===== src/logic/rx_filter_pkg.sv =====
// shared constants, states and carrier types of the receive packet filter
package rx_filter_pkg;

  localparam logic [1:0] ADDR_OFF = 2'h0;
  localparam logic [1:0] ADDR_NODE = 2'h1;
  localparam logic [1:0] ADDR_NODE_BCAST = 2'h2;

  localparam logic [1:0] DC_NONE = 2'h0;
  localparam logic [1:0] DC_MANCH = 2'h1;
  localparam logic [1:0] DC_WHITE = 2'h2;

  localparam logic [15:0] CRC_POLY = 16'h1021;
  localparam logic [15:0] CRC_INIT = 16'hFFFF;
  localparam logic [8:0] LFSR_SEED = 9'h1FF;
  localparam int LFSR_TAP = 5;

  localparam int SYNC_BITS = 64;
  localparam logic [2:0] BIT_LAST = 3'h7;
  localparam logic [8:0] ADDR_IDX_VAR = 9'h001;
  localparam logic [8:0] ADDR_IDX_FIX = 9'h000;

  localparam logic [7:0] RST_BYTE = 8'h00;
  localparam logic [15:0] RST_WORD = 16'h0000;
  localparam logic [63:0] RST_SHIFT = 64'h0000_0000_0000_0000;

  typedef enum logic [1:0] {
    ST_HUNT = 2'b00,
    ST_PAYLOAD = 2'b01,
    ST_CHECK = 2'b11
  } rx_state_e;

  typedef struct packed {
    logic packet_mode;
    logic [63:0] sync_pattern_regs;
    logic [2:0] sync_size;
    logic [2:0] sync_tol;
    logic length_format_sel;
    logic [7:0] max_payload_len;
    logic [1:0] addr_filter_mode;
    logic [7:0] node_identifier;
    logic [7:0] broadcast_identifier;
    logic crc_check_enable;
    logic keep_on_crc_fail;
    logic [1:0] dc_free_select;
  } rx_cfg_s;

endpackage


===== src/logic/rx_packet_filter_dc_free_select_decoder.sv =====
// receive packet filter: sync hunt, length/address/crc filtering, dc-free decoding
//
// Behaviour
// - sync hunt uses configured pattern, size, tolerance
// - packets without sync dropped, no interrupt
// - sync found starts payload, raises match flag
// - address checked after sync, shares match flag
// - mode 01: address must equal node identifier
// - mode 10: node or broadcast identifier accepted
// - address byte is written to fifo
// - variable length: length below maximum accepted
// - length byte is written to fifo
// - crc compared with trailing bytes, pass flagged
// - crc fail clears fifo, no interrupt
// - keep bit: fail keeps fifo, interrupt
// - checksum bytes never enter the fifo
// - ccitt checksum catches leading/trailing zeros
// - manchester only for select 01, packet mode
// - chip pair 10 is one, 01 zero
// - manchester halves bit rate, chip rate fixed
// - preamble and sync stay plain nrz
// - select 10 de-whitens payload and checksum
// - first variable byte loads length counter
// - address is byte two variable, one fixed
module rx_packet_filter_dc_free_select_decoder (
  input wire logic mclk_i,
  input wire logic rst_i,
  input wire logic rx_enable_i,
  input wire rx_filter_pkg::rx_cfg_s cfg_i,
  input wire logic chip_i,
  input wire logic chip_valid_i,
  output logic [7:0] fifo_data_o,
  output logic fifo_wr_o,
  output logic fifo_clear_o,
  output logic sync_addr_match_flag_o,
  output logic crc_pass_flag_o,
  output logic payload_avail_irq_o
);

  ////////////////////////////////////////////////////////////////////////////
  // helpers

  function automatic logic [6:0] sync_errs(input logic [63:0] sh, input logic [63:0] pat,
                                           input logic [2:0] size);
    int nbits;
    logic [6:0] cnt;
    nbits = 8 * (int'(size) + 1);
    cnt = 7'h00;
    for (int i = 0; i < rx_filter_pkg::SYNC_BITS; i++) begin
      if (i < nbits && sh[i] != pat[i + rx_filter_pkg::SYNC_BITS - nbits]) begin
        cnt = cnt + 7'h01;
      end
    end
    return cnt;
  endfunction

  function automatic logic addr_ok(input logic [7:0] b, input rx_filter_pkg::rx_cfg_s c);
    logic ok;
    ok = (b == c.node_identifier);
    if (c.addr_filter_mode == rx_filter_pkg::ADDR_NODE_BCAST) begin
      ok = ok || (b == c.broadcast_identifier);
    end
    return ok;
  endfunction

  ////////////////////////////////////////////////////////////////////////////
  // state

  localparam logic [7:0] RST_BYTE_C = rx_filter_pkg::RST_BYTE;
  localparam logic [63:0] RST_SHIFT_C = rx_filter_pkg::RST_SHIFT;

  rx_filter_pkg::rx_state_e st_q, st_d;
  logic [63:0] sh_q, sh_d;
  logic [2:0] bitcnt_q, bitcnt_d;
  logic [8:0] idx_q, idx_d;
  logic [7:0] byte_q, byte_d, rem_q, rem_d, crcrx_q, crcrx_d, data_q, data_d;
  logic half_q, half_d, chip1_q, chip1_d, prev_chip_q, prev_chip_d;
  logic wr_q, wr_d, clr_q, clr_d, flag_q, flag_d, pass_q, pass_d, irq_q, irq_d;

  logic [63:0] sh_new;
  logic [15:0] crc_val;
  logic [7:0] nb;
  logic sync_hit, in_pkt, manch, white, bit_v, raw_bit, dec_bit, lfsr_out;
  logic byte_done, is_var, unlimited, len_bad, addr_bad, last_byte, crc_done, crc_good;

  ////////////////////////////////////////////////////////////////////////////
  // bit path

  assign is_var = cfg_i.length_format_sel;
  assign unlimited = !is_var && cfg_i.max_payload_len == RST_BYTE_C;
  assign sh_new = {sh_q[62:0], chip_i};
  assign sync_hit = rx_enable_i && st_q == rx_filter_pkg::ST_HUNT && chip_valid_i &&
    sync_errs(sh_new, cfg_i.sync_pattern_regs, cfg_i.sync_size) <= {4'h0, cfg_i.sync_tol};
  assign in_pkt = st_q != rx_filter_pkg::ST_HUNT;
  assign manch = cfg_i.packet_mode && cfg_i.dc_free_select == rx_filter_pkg::DC_MANCH;
  assign white = cfg_i.dc_free_select == rx_filter_pkg::DC_WHITE;
  // one user bit per chip, or per chip pair under manchester, same chip strobe throughout the packet
  assign bit_v = in_pkt && chip_valid_i && (!manch || half_q);
  // a 10 pair decodes from its first chip; illegal 00/11 pairs also follow the first chip
  assign raw_bit = manch ? chip1_q : chip_i;
  assign dec_bit = raw_bit ^ (white & lfsr_out);
  assign nb = {byte_q[6:0], dec_bit};
  assign byte_done = bit_v && bitcnt_q == rx_filter_pkg::BIT_LAST;

  assign len_bad = is_var && idx_q == rx_filter_pkg::ADDR_IDX_FIX &&
    nb >= cfg_i.max_payload_len;
  assign addr_bad = cfg_i.addr_filter_mode != rx_filter_pkg::ADDR_OFF &&
    idx_q == (is_var ? rx_filter_pkg::ADDR_IDX_VAR : rx_filter_pkg::ADDR_IDX_FIX) &&
    !addr_ok(nb, cfg_i);
  assign last_byte = (is_var && idx_q == rx_filter_pkg::ADDR_IDX_FIX) ? nb == RST_BYTE_C :
    (rem_q == 8'h01 && !unlimited);
  assign crc_done = st_q == rx_filter_pkg::ST_CHECK && byte_done && idx_q[0];
  assign crc_good = {crcrx_q, nb} == crc_val;

  crc_ccitt_serial u_crc (
    .mclk_i(mclk_i),
    .rst_i(rst_i),
    .init_i(sync_hit),
    .step_i(bit_v && st_q == rx_filter_pkg::ST_PAYLOAD),
    .bit_i(dec_bit),
    .crc_o(crc_val)
  );

  dewhite_lfsr u_lfsr (
    .mclk_i(mclk_i),
    .rst_i(rst_i),
    .seed_i(sync_hit),
    .step_i(bit_v && white),
    .out_o(lfsr_out)
  );

  ////////////////////////////////////////////////////////////////////////////
  // packet sequencer

  always_comb begin
    st_d = st_q;
    sh_d = sh_q;
    half_d = half_q;
    chip1_d = chip1_q;
    byte_d = byte_q;
    bitcnt_d = bitcnt_q;
    idx_d = idx_q;
    rem_d = rem_q;
    crcrx_d = crcrx_q;
    data_d = data_q;
    wr_d = 1'b0;
    clr_d = 1'b0;
    flag_d = flag_q;
    pass_d = pass_q;
    irq_d = 1'b0;
    prev_chip_d = chip_valid_i ? chip_i : prev_chip_q;
    if (chip_valid_i && !in_pkt) begin
      sh_d = sh_new;
    end
    if (chip_valid_i && in_pkt && manch) begin
      half_d = !half_q;
      if (!half_q) begin
        chip1_d = chip_i;
      end
    end
    if (bit_v) begin
      byte_d = nb;
      bitcnt_d = bitcnt_q + 3'h1;
    end
    unique case (st_q)
      rx_filter_pkg::ST_HUNT: begin
        if (sync_hit) begin
          st_d = rx_filter_pkg::ST_PAYLOAD;
          flag_d = 1'b1;
          sh_d = RST_SHIFT_C;
          half_d = 1'b0;
          bitcnt_d = 3'h0;
          idx_d = 9'h000;
          rem_d = cfg_i.max_payload_len;
        end
      end
      rx_filter_pkg::ST_PAYLOAD: begin
        if (byte_done) begin
          idx_d = idx_q + 9'h001;
          if (len_bad || addr_bad) begin
            // the length byte may already sit in the fifo, so the discard flushes it
            clr_d = 1'b1;
            flag_d = 1'b0;
            st_d = rx_filter_pkg::ST_HUNT;
          end else begin
            wr_d = 1'b1;
            data_d = nb;
            if (is_var && idx_q == rx_filter_pkg::ADDR_IDX_FIX) begin
              rem_d = nb;
            end else begin
              rem_d = rem_q - 8'h01;
            end
            if (last_byte) begin
              idx_d = 9'h000;
              if (cfg_i.crc_check_enable) begin
                st_d = rx_filter_pkg::ST_CHECK;
              end else begin
                irq_d = 1'b1;
                flag_d = 1'b0;
                st_d = rx_filter_pkg::ST_HUNT;
              end
            end
          end
        end
      end
      rx_filter_pkg::ST_CHECK: begin
        if (byte_done) begin
          idx_d = idx_q + 9'h001;
          crcrx_d = nb;
        end
        if (crc_done) begin
          pass_d = crc_good;
          irq_d = crc_good || cfg_i.keep_on_crc_fail;
          clr_d = !crc_good && !cfg_i.keep_on_crc_fail;
          flag_d = 1'b0;
          st_d = rx_filter_pkg::ST_HUNT;
        end
      end
      default: begin
        st_d = rx_filter_pkg::ST_HUNT;
      end
    endcase
    if (!rx_enable_i) begin
      st_d = rx_filter_pkg::ST_HUNT;
      flag_d = 1'b0;
      irq_d = 1'b0;
      wr_d = 1'b0;
      clr_d = 1'b0;
    end
  end

  always_ff @(posedge mclk_i) begin
    if (rst_i) begin
      st_q <= rx_filter_pkg::ST_HUNT;
      sh_q <= RST_SHIFT_C;
      half_q <= 1'b0;
      chip1_q <= 1'b0;
      byte_q <= RST_BYTE_C;
      bitcnt_q <= 3'h0;
      idx_q <= 9'h000;
      rem_q <= RST_BYTE_C;
      crcrx_q <= RST_BYTE_C;
      data_q <= RST_BYTE_C;
      wr_q <= 1'b0;
      clr_q <= 1'b0;
      flag_q <= 1'b0;
      pass_q <= 1'b0;
      irq_q <= 1'b0;
      prev_chip_q <= 1'b0;
    end else begin
      st_q <= st_d;
      sh_q <= sh_d;
      half_q <= half_d;
      chip1_q <= chip1_d;
      byte_q <= byte_d;
      bitcnt_q <= bitcnt_d;
      idx_q <= idx_d;
      rem_q <= rem_d;
      crcrx_q <= crcrx_d;
      data_q <= data_d;
      wr_q <= wr_d;
      clr_q <= clr_d;
      flag_q <= flag_d;
      pass_q <= pass_d;
      irq_q <= irq_d;
      prev_chip_q <= prev_chip_d;
    end
  end

  assign fifo_data_o = data_q;
  assign fifo_wr_o = wr_q;
  assign fifo_clear_o = clr_q;
  assign sync_addr_match_flag_o = flag_q;
  assign crc_pass_flag_o = pass_q;
  assign payload_avail_irq_o = irq_q;
endmodule


===== src/logic/crc_ccitt_serial.sv =====
// bit-serial ccitt checksum engine, msb first
module crc_ccitt_serial (
  input wire logic mclk_i,
  input wire logic rst_i,
  input wire logic init_i,
  input wire logic step_i,
  input wire logic bit_i,
  output logic [15:0] crc_o
);

  logic [15:0] crc_q;
  logic [15:0] crc_d;
  logic fb;

  always_comb begin
    fb = crc_q[15] ^ bit_i;
    crc_d = crc_q;
    if (init_i) begin
      crc_d = rx_filter_pkg::CRC_INIT;
    end else if (step_i) begin
      crc_d = {crc_q[14:0], 1'b0} ^ (fb ? rx_filter_pkg::CRC_POLY : 16'h0000);
    end
  end

  always_ff @(posedge mclk_i) begin
    if (rst_i) begin
      crc_q <= rx_filter_pkg::CRC_INIT;
    end else begin
      crc_q <= crc_d;
    end
  end

  // inverted result: a run of leading or trailing zeros no longer leaves it unchanged
  assign crc_o = ~crc_q;

endmodule


===== src/logic/dewhite_lfsr.sv =====
// 9-bit de-whitening sequence generator, x^9+x^5+1
module dewhite_lfsr (
  input wire logic mclk_i,
  input wire logic rst_i,
  input wire logic seed_i,
  input wire logic step_i,
  output logic out_o
);

  logic [8:0] lfsr_q;
  logic [8:0] lfsr_d;

  always_comb begin
    lfsr_d = lfsr_q;
    if (seed_i) begin
      lfsr_d = rx_filter_pkg::LFSR_SEED;
    end else if (step_i) begin
      lfsr_d = {lfsr_q[0] ^ lfsr_q[rx_filter_pkg::LFSR_TAP], lfsr_q[8:1]};
    end
  end

  always_ff @(posedge mclk_i) begin
    if (rst_i) begin
      lfsr_q <= rx_filter_pkg::LFSR_SEED;
    end else begin
      lfsr_q <= lfsr_d;
    end
  end

  assign out_o = lfsr_q[0];

endmodule


===== config.mk =====
export PLATFORM = sky130hd
export DESIGN_NAME = rx_packet_filter_dc_free_select_decoder
export DESIGN_NICKNAME = d
export VERILOG_FILES = /design/src/logic/rx_filter_pkg.sv /design/src/logic/rx_packet_filter_dc_free_select_decoder.sv /design/src/logic/crc_ccitt_serial.sv /design/src/logic/dewhite_lfsr.sv
export SDC_FILE = /design/constraint.sdc
export NUM_CORES = 1
export LEC_CHECK = 0
export ABC_CLOCK_PERIOD_IN_PS = 157300
export BUFFER_PORTS_ARGS = -buffer_cell sky130_fd_sc_hd__buf_2
export CORE_UTILIZATION = 45
export CTS_CLUSTER_SIZE = 24
export DETAILED_ROUTE_END_ITERATION = 10
export PLACE_DENSITY = 0.7
export SLEW_MARGIN = 20
export SYNTH_ARGS = -nofsm -noshare
export SYNTH_HDL_FRONTEND = slang
export SYNTH_SLANG_ARGS = --single-unit

===== constraint.sdc =====
create_clock -name mclk_i -period 157.3 [get_ports mclk_i]
set_input_delay 39.325 -clock mclk_i [delete_from_list [all_inputs] [get_ports mclk_i]]
set_output_delay 39.325 -clock mclk_i [all_outputs]
set_load 0.005 [all_outputs]

==> run metrics <==
Final Skew 16.8 ps; Clk pin slew, worst setup/hold paths ~70 ps; area leader, netlist dfxtp_1; Synth Area per Inst 8.08 sq um; H-tree level count 4; Mapped Cells 2,539; CTS Root Cell clkbuf_16; CTS Buffer Depth 2; vias in the first global route between 15,000 and 20,000; post-placement setup slack 75,010 ps; Synth cell types 102; Final Cell Area 22,100 sq um; Layout area overhead 7.79%; Area contributors post-synth dfxtp_1 14%, xnor2_1 8.6%, nand2_1 7.5%; final worst slack 75,150 ps; EDFF count, synth 0; hold_buf cts 0; GRT Overall Usage 0.238; area share of the largest cell type after synthesis 0.137; syn nets 2,731; Via Count 18,691; Period minus WS final 82,150 ps; io pins 120; PostCTS Resize Cnt 0; Slew headroom 0.290; Worst-Skew Late Latency 430 ps; FFs w/ async S/R, synth 0; TritonCTS clock tree built; Worst Max-Slew Pin Slew around 1100 ps; Detail Placement HPWL between 40,000 and 50,000 um; Fin. Hold Viols 0; RSZ-0062 raised after global routing false; layout net count 2,781; die width 215 um; Final Setup Violations 0; core area ~45,000 sq um; 1st-iter DRT viols around 1,300; HP Class register to register; commonest non-fill, non-tap cell in the layout nand2_1; Slowest-stage cell, CP ha_2; Fin Hold WS 455 ps; Post-DRT Antenna Nets 0; length of the first detailed-routing pass in iterations 6; Seq/Total Area, Yosys 0.137; WS Path Type input pin to register; Synthesis Warnings 0; die area 46,400 sq um; Max Fclk 0.0122 GHz; first-pass GRT wire length 90,700 um; prevailing post-synth register cell dfxtp_1; outcome finished, final reports clean; Die Height around 220 um; synthesized area 20,500 sq um; Slew Limit Fails 0; startpoint types input pin; Critical Path RT about 160,000 ps; worst endpoint data arrival time 82,430 ps; via-per-instance ratio 5.84; Final Wtd Congestion 0.913; initial core utilization 0.460; number of CTS-inserted buffers 17; setup_tns 0 ps; Post-CTS Setup Repair Bufs 0; Placed Area 21,500 sq um; GR Overflow Total 0; share of layout cells above drive strength 1 0.143; most frequent cells in the layout 410 x nand2_1, 201 x xnor2_1, 172 x a21oi_1; crit end category register; WL final 56,500 um; period utilization 0.522; Port Buffer Count 119; # rows 77; largest net degree at the start of global routing 93; CTS Sinks 140; WL/cell 17.7 um; synthesis-stage register bit count 140; initial antenna violation count 12; max cap viols 0; # fillers 4,231; crit-path max cell delay 730 ps; Most Frequent Cell on Critical Path ha_1; DRC 0; Crit Path Max Fanout a little over 90
[sequential cells by signal, indices dropped and copies added (netlist names), 7 cells and up]
signal / count
rem_q: 8
byte_q: 7
sh_q: 63
idx_q: 9
fifo_data_o: 8
crcrx_q: 8
u_lfsr.lfsr_q: 9
u_crc.crc_q: 16
[per-layer routing]
metal | up-vias | track usage | share of wire
met1 | 8851 | 0.312 | 0.45
met2 | 580 | 0.398 | 0.46
met4 | 12 | 0.0688 | 0.022
met5 | - | 0 | 0.0014
li1 | 9161 | - | -
met3 | 87 | 0.0397 | 0.066
[logic make-up (layout without fill, tap and decap cells)]
kind of cell,after synthesis,after routing,share of synthesized area
buf+inv,206,269,0.0445
flops,140,140,0.137
mux,225,225,0.150
other cells,0,6,0
xor+xnor,434,434,0.236
compound gates,478,478,0.154
fa+ha+maj,85,85,0.0519
simple gates,971,971,0.228
[final cells by class]
class	instances	area (sq um)	share of cell area
Timing Repair Buffer	138	741	0.0335
Clock buffer	17	425	0.0192
Antenna cell	6	15.0	0.000679
Multi-Input combinational cell	2193	16800	0.761
Sequential cell	140	2800	0.127
Inverter	99	372	0.0168
Tap cell	592	741	0.0335
Clock inverter	15	183	0.00826
[synth_stat cells (all sizes together), types with 10 or more instances]
cell / instances
o22ai: 15
nor2b: 30
buf: 40
inv: 99
nand2b: 34
or2: 16
nand2: 412
dfxtp: 140
mux2i: 106
nor4: 23
nand3: 70
xnor3: 37
mux4: 59
o31ai: 11
clkbuf: 67
nor3: 50
mux2: 60
nor2: 168
o211ai: 14
o21a: 15
a21o: 15
o21ai: 70
and2: 31
nand4: 21
nor3b: 24
a21oi: 172
a211oi: 33
a31oi: 23
ha: 85
xor2: 160
and3: 17
or3: 10
nand3b: 34
xnor2: 235
[worst paths after layout]
check | from | to | slack [ps] | depth (start not counted)
max | cfg_i[34] | sh_q[18]$_SDFF_PP0_ | 75150 | 207
min reg2reg | crc_pass_flag_o$_SDFFE_PP0P_ | crc_pass_flag_o$_SDFFE_PP0P_ | 450 | 2
max reg2reg | sh_q[0]$_SDFF_PP0_ | sh_q[18]$_SDFF_PP0_ | 116010 | 203
min | crc_pass_flag_o$_SDFFE_PP0P_ | crc_pass_flag_o$_SDFFE_PP0P_ | 450 | 2
[per-stage QoR]
step | std cells | util
after floorplan | 2539 | -
after global placement | 3162 | 0.482
after detailed placement | 3162 | 0.482
after CTS | 3194 | 0.495
after global routing | 3199 | 0.495
final | 3200 | 0.496
[worst max-delay path: cells and delay by family]
family / cells / cell delay, ps
xor+xnor: 2 / 310
mux: 21 / 5800
simple gates: 60 / 7330
fa+ha+maj: 64 / 19250
buf+inv: 15 / 2540
compound gates: 45 / 7850
Power is left out: the tool's default activity adds up to more than one toggle a clock period on the data nets, which glitch-free logic cannot reach.
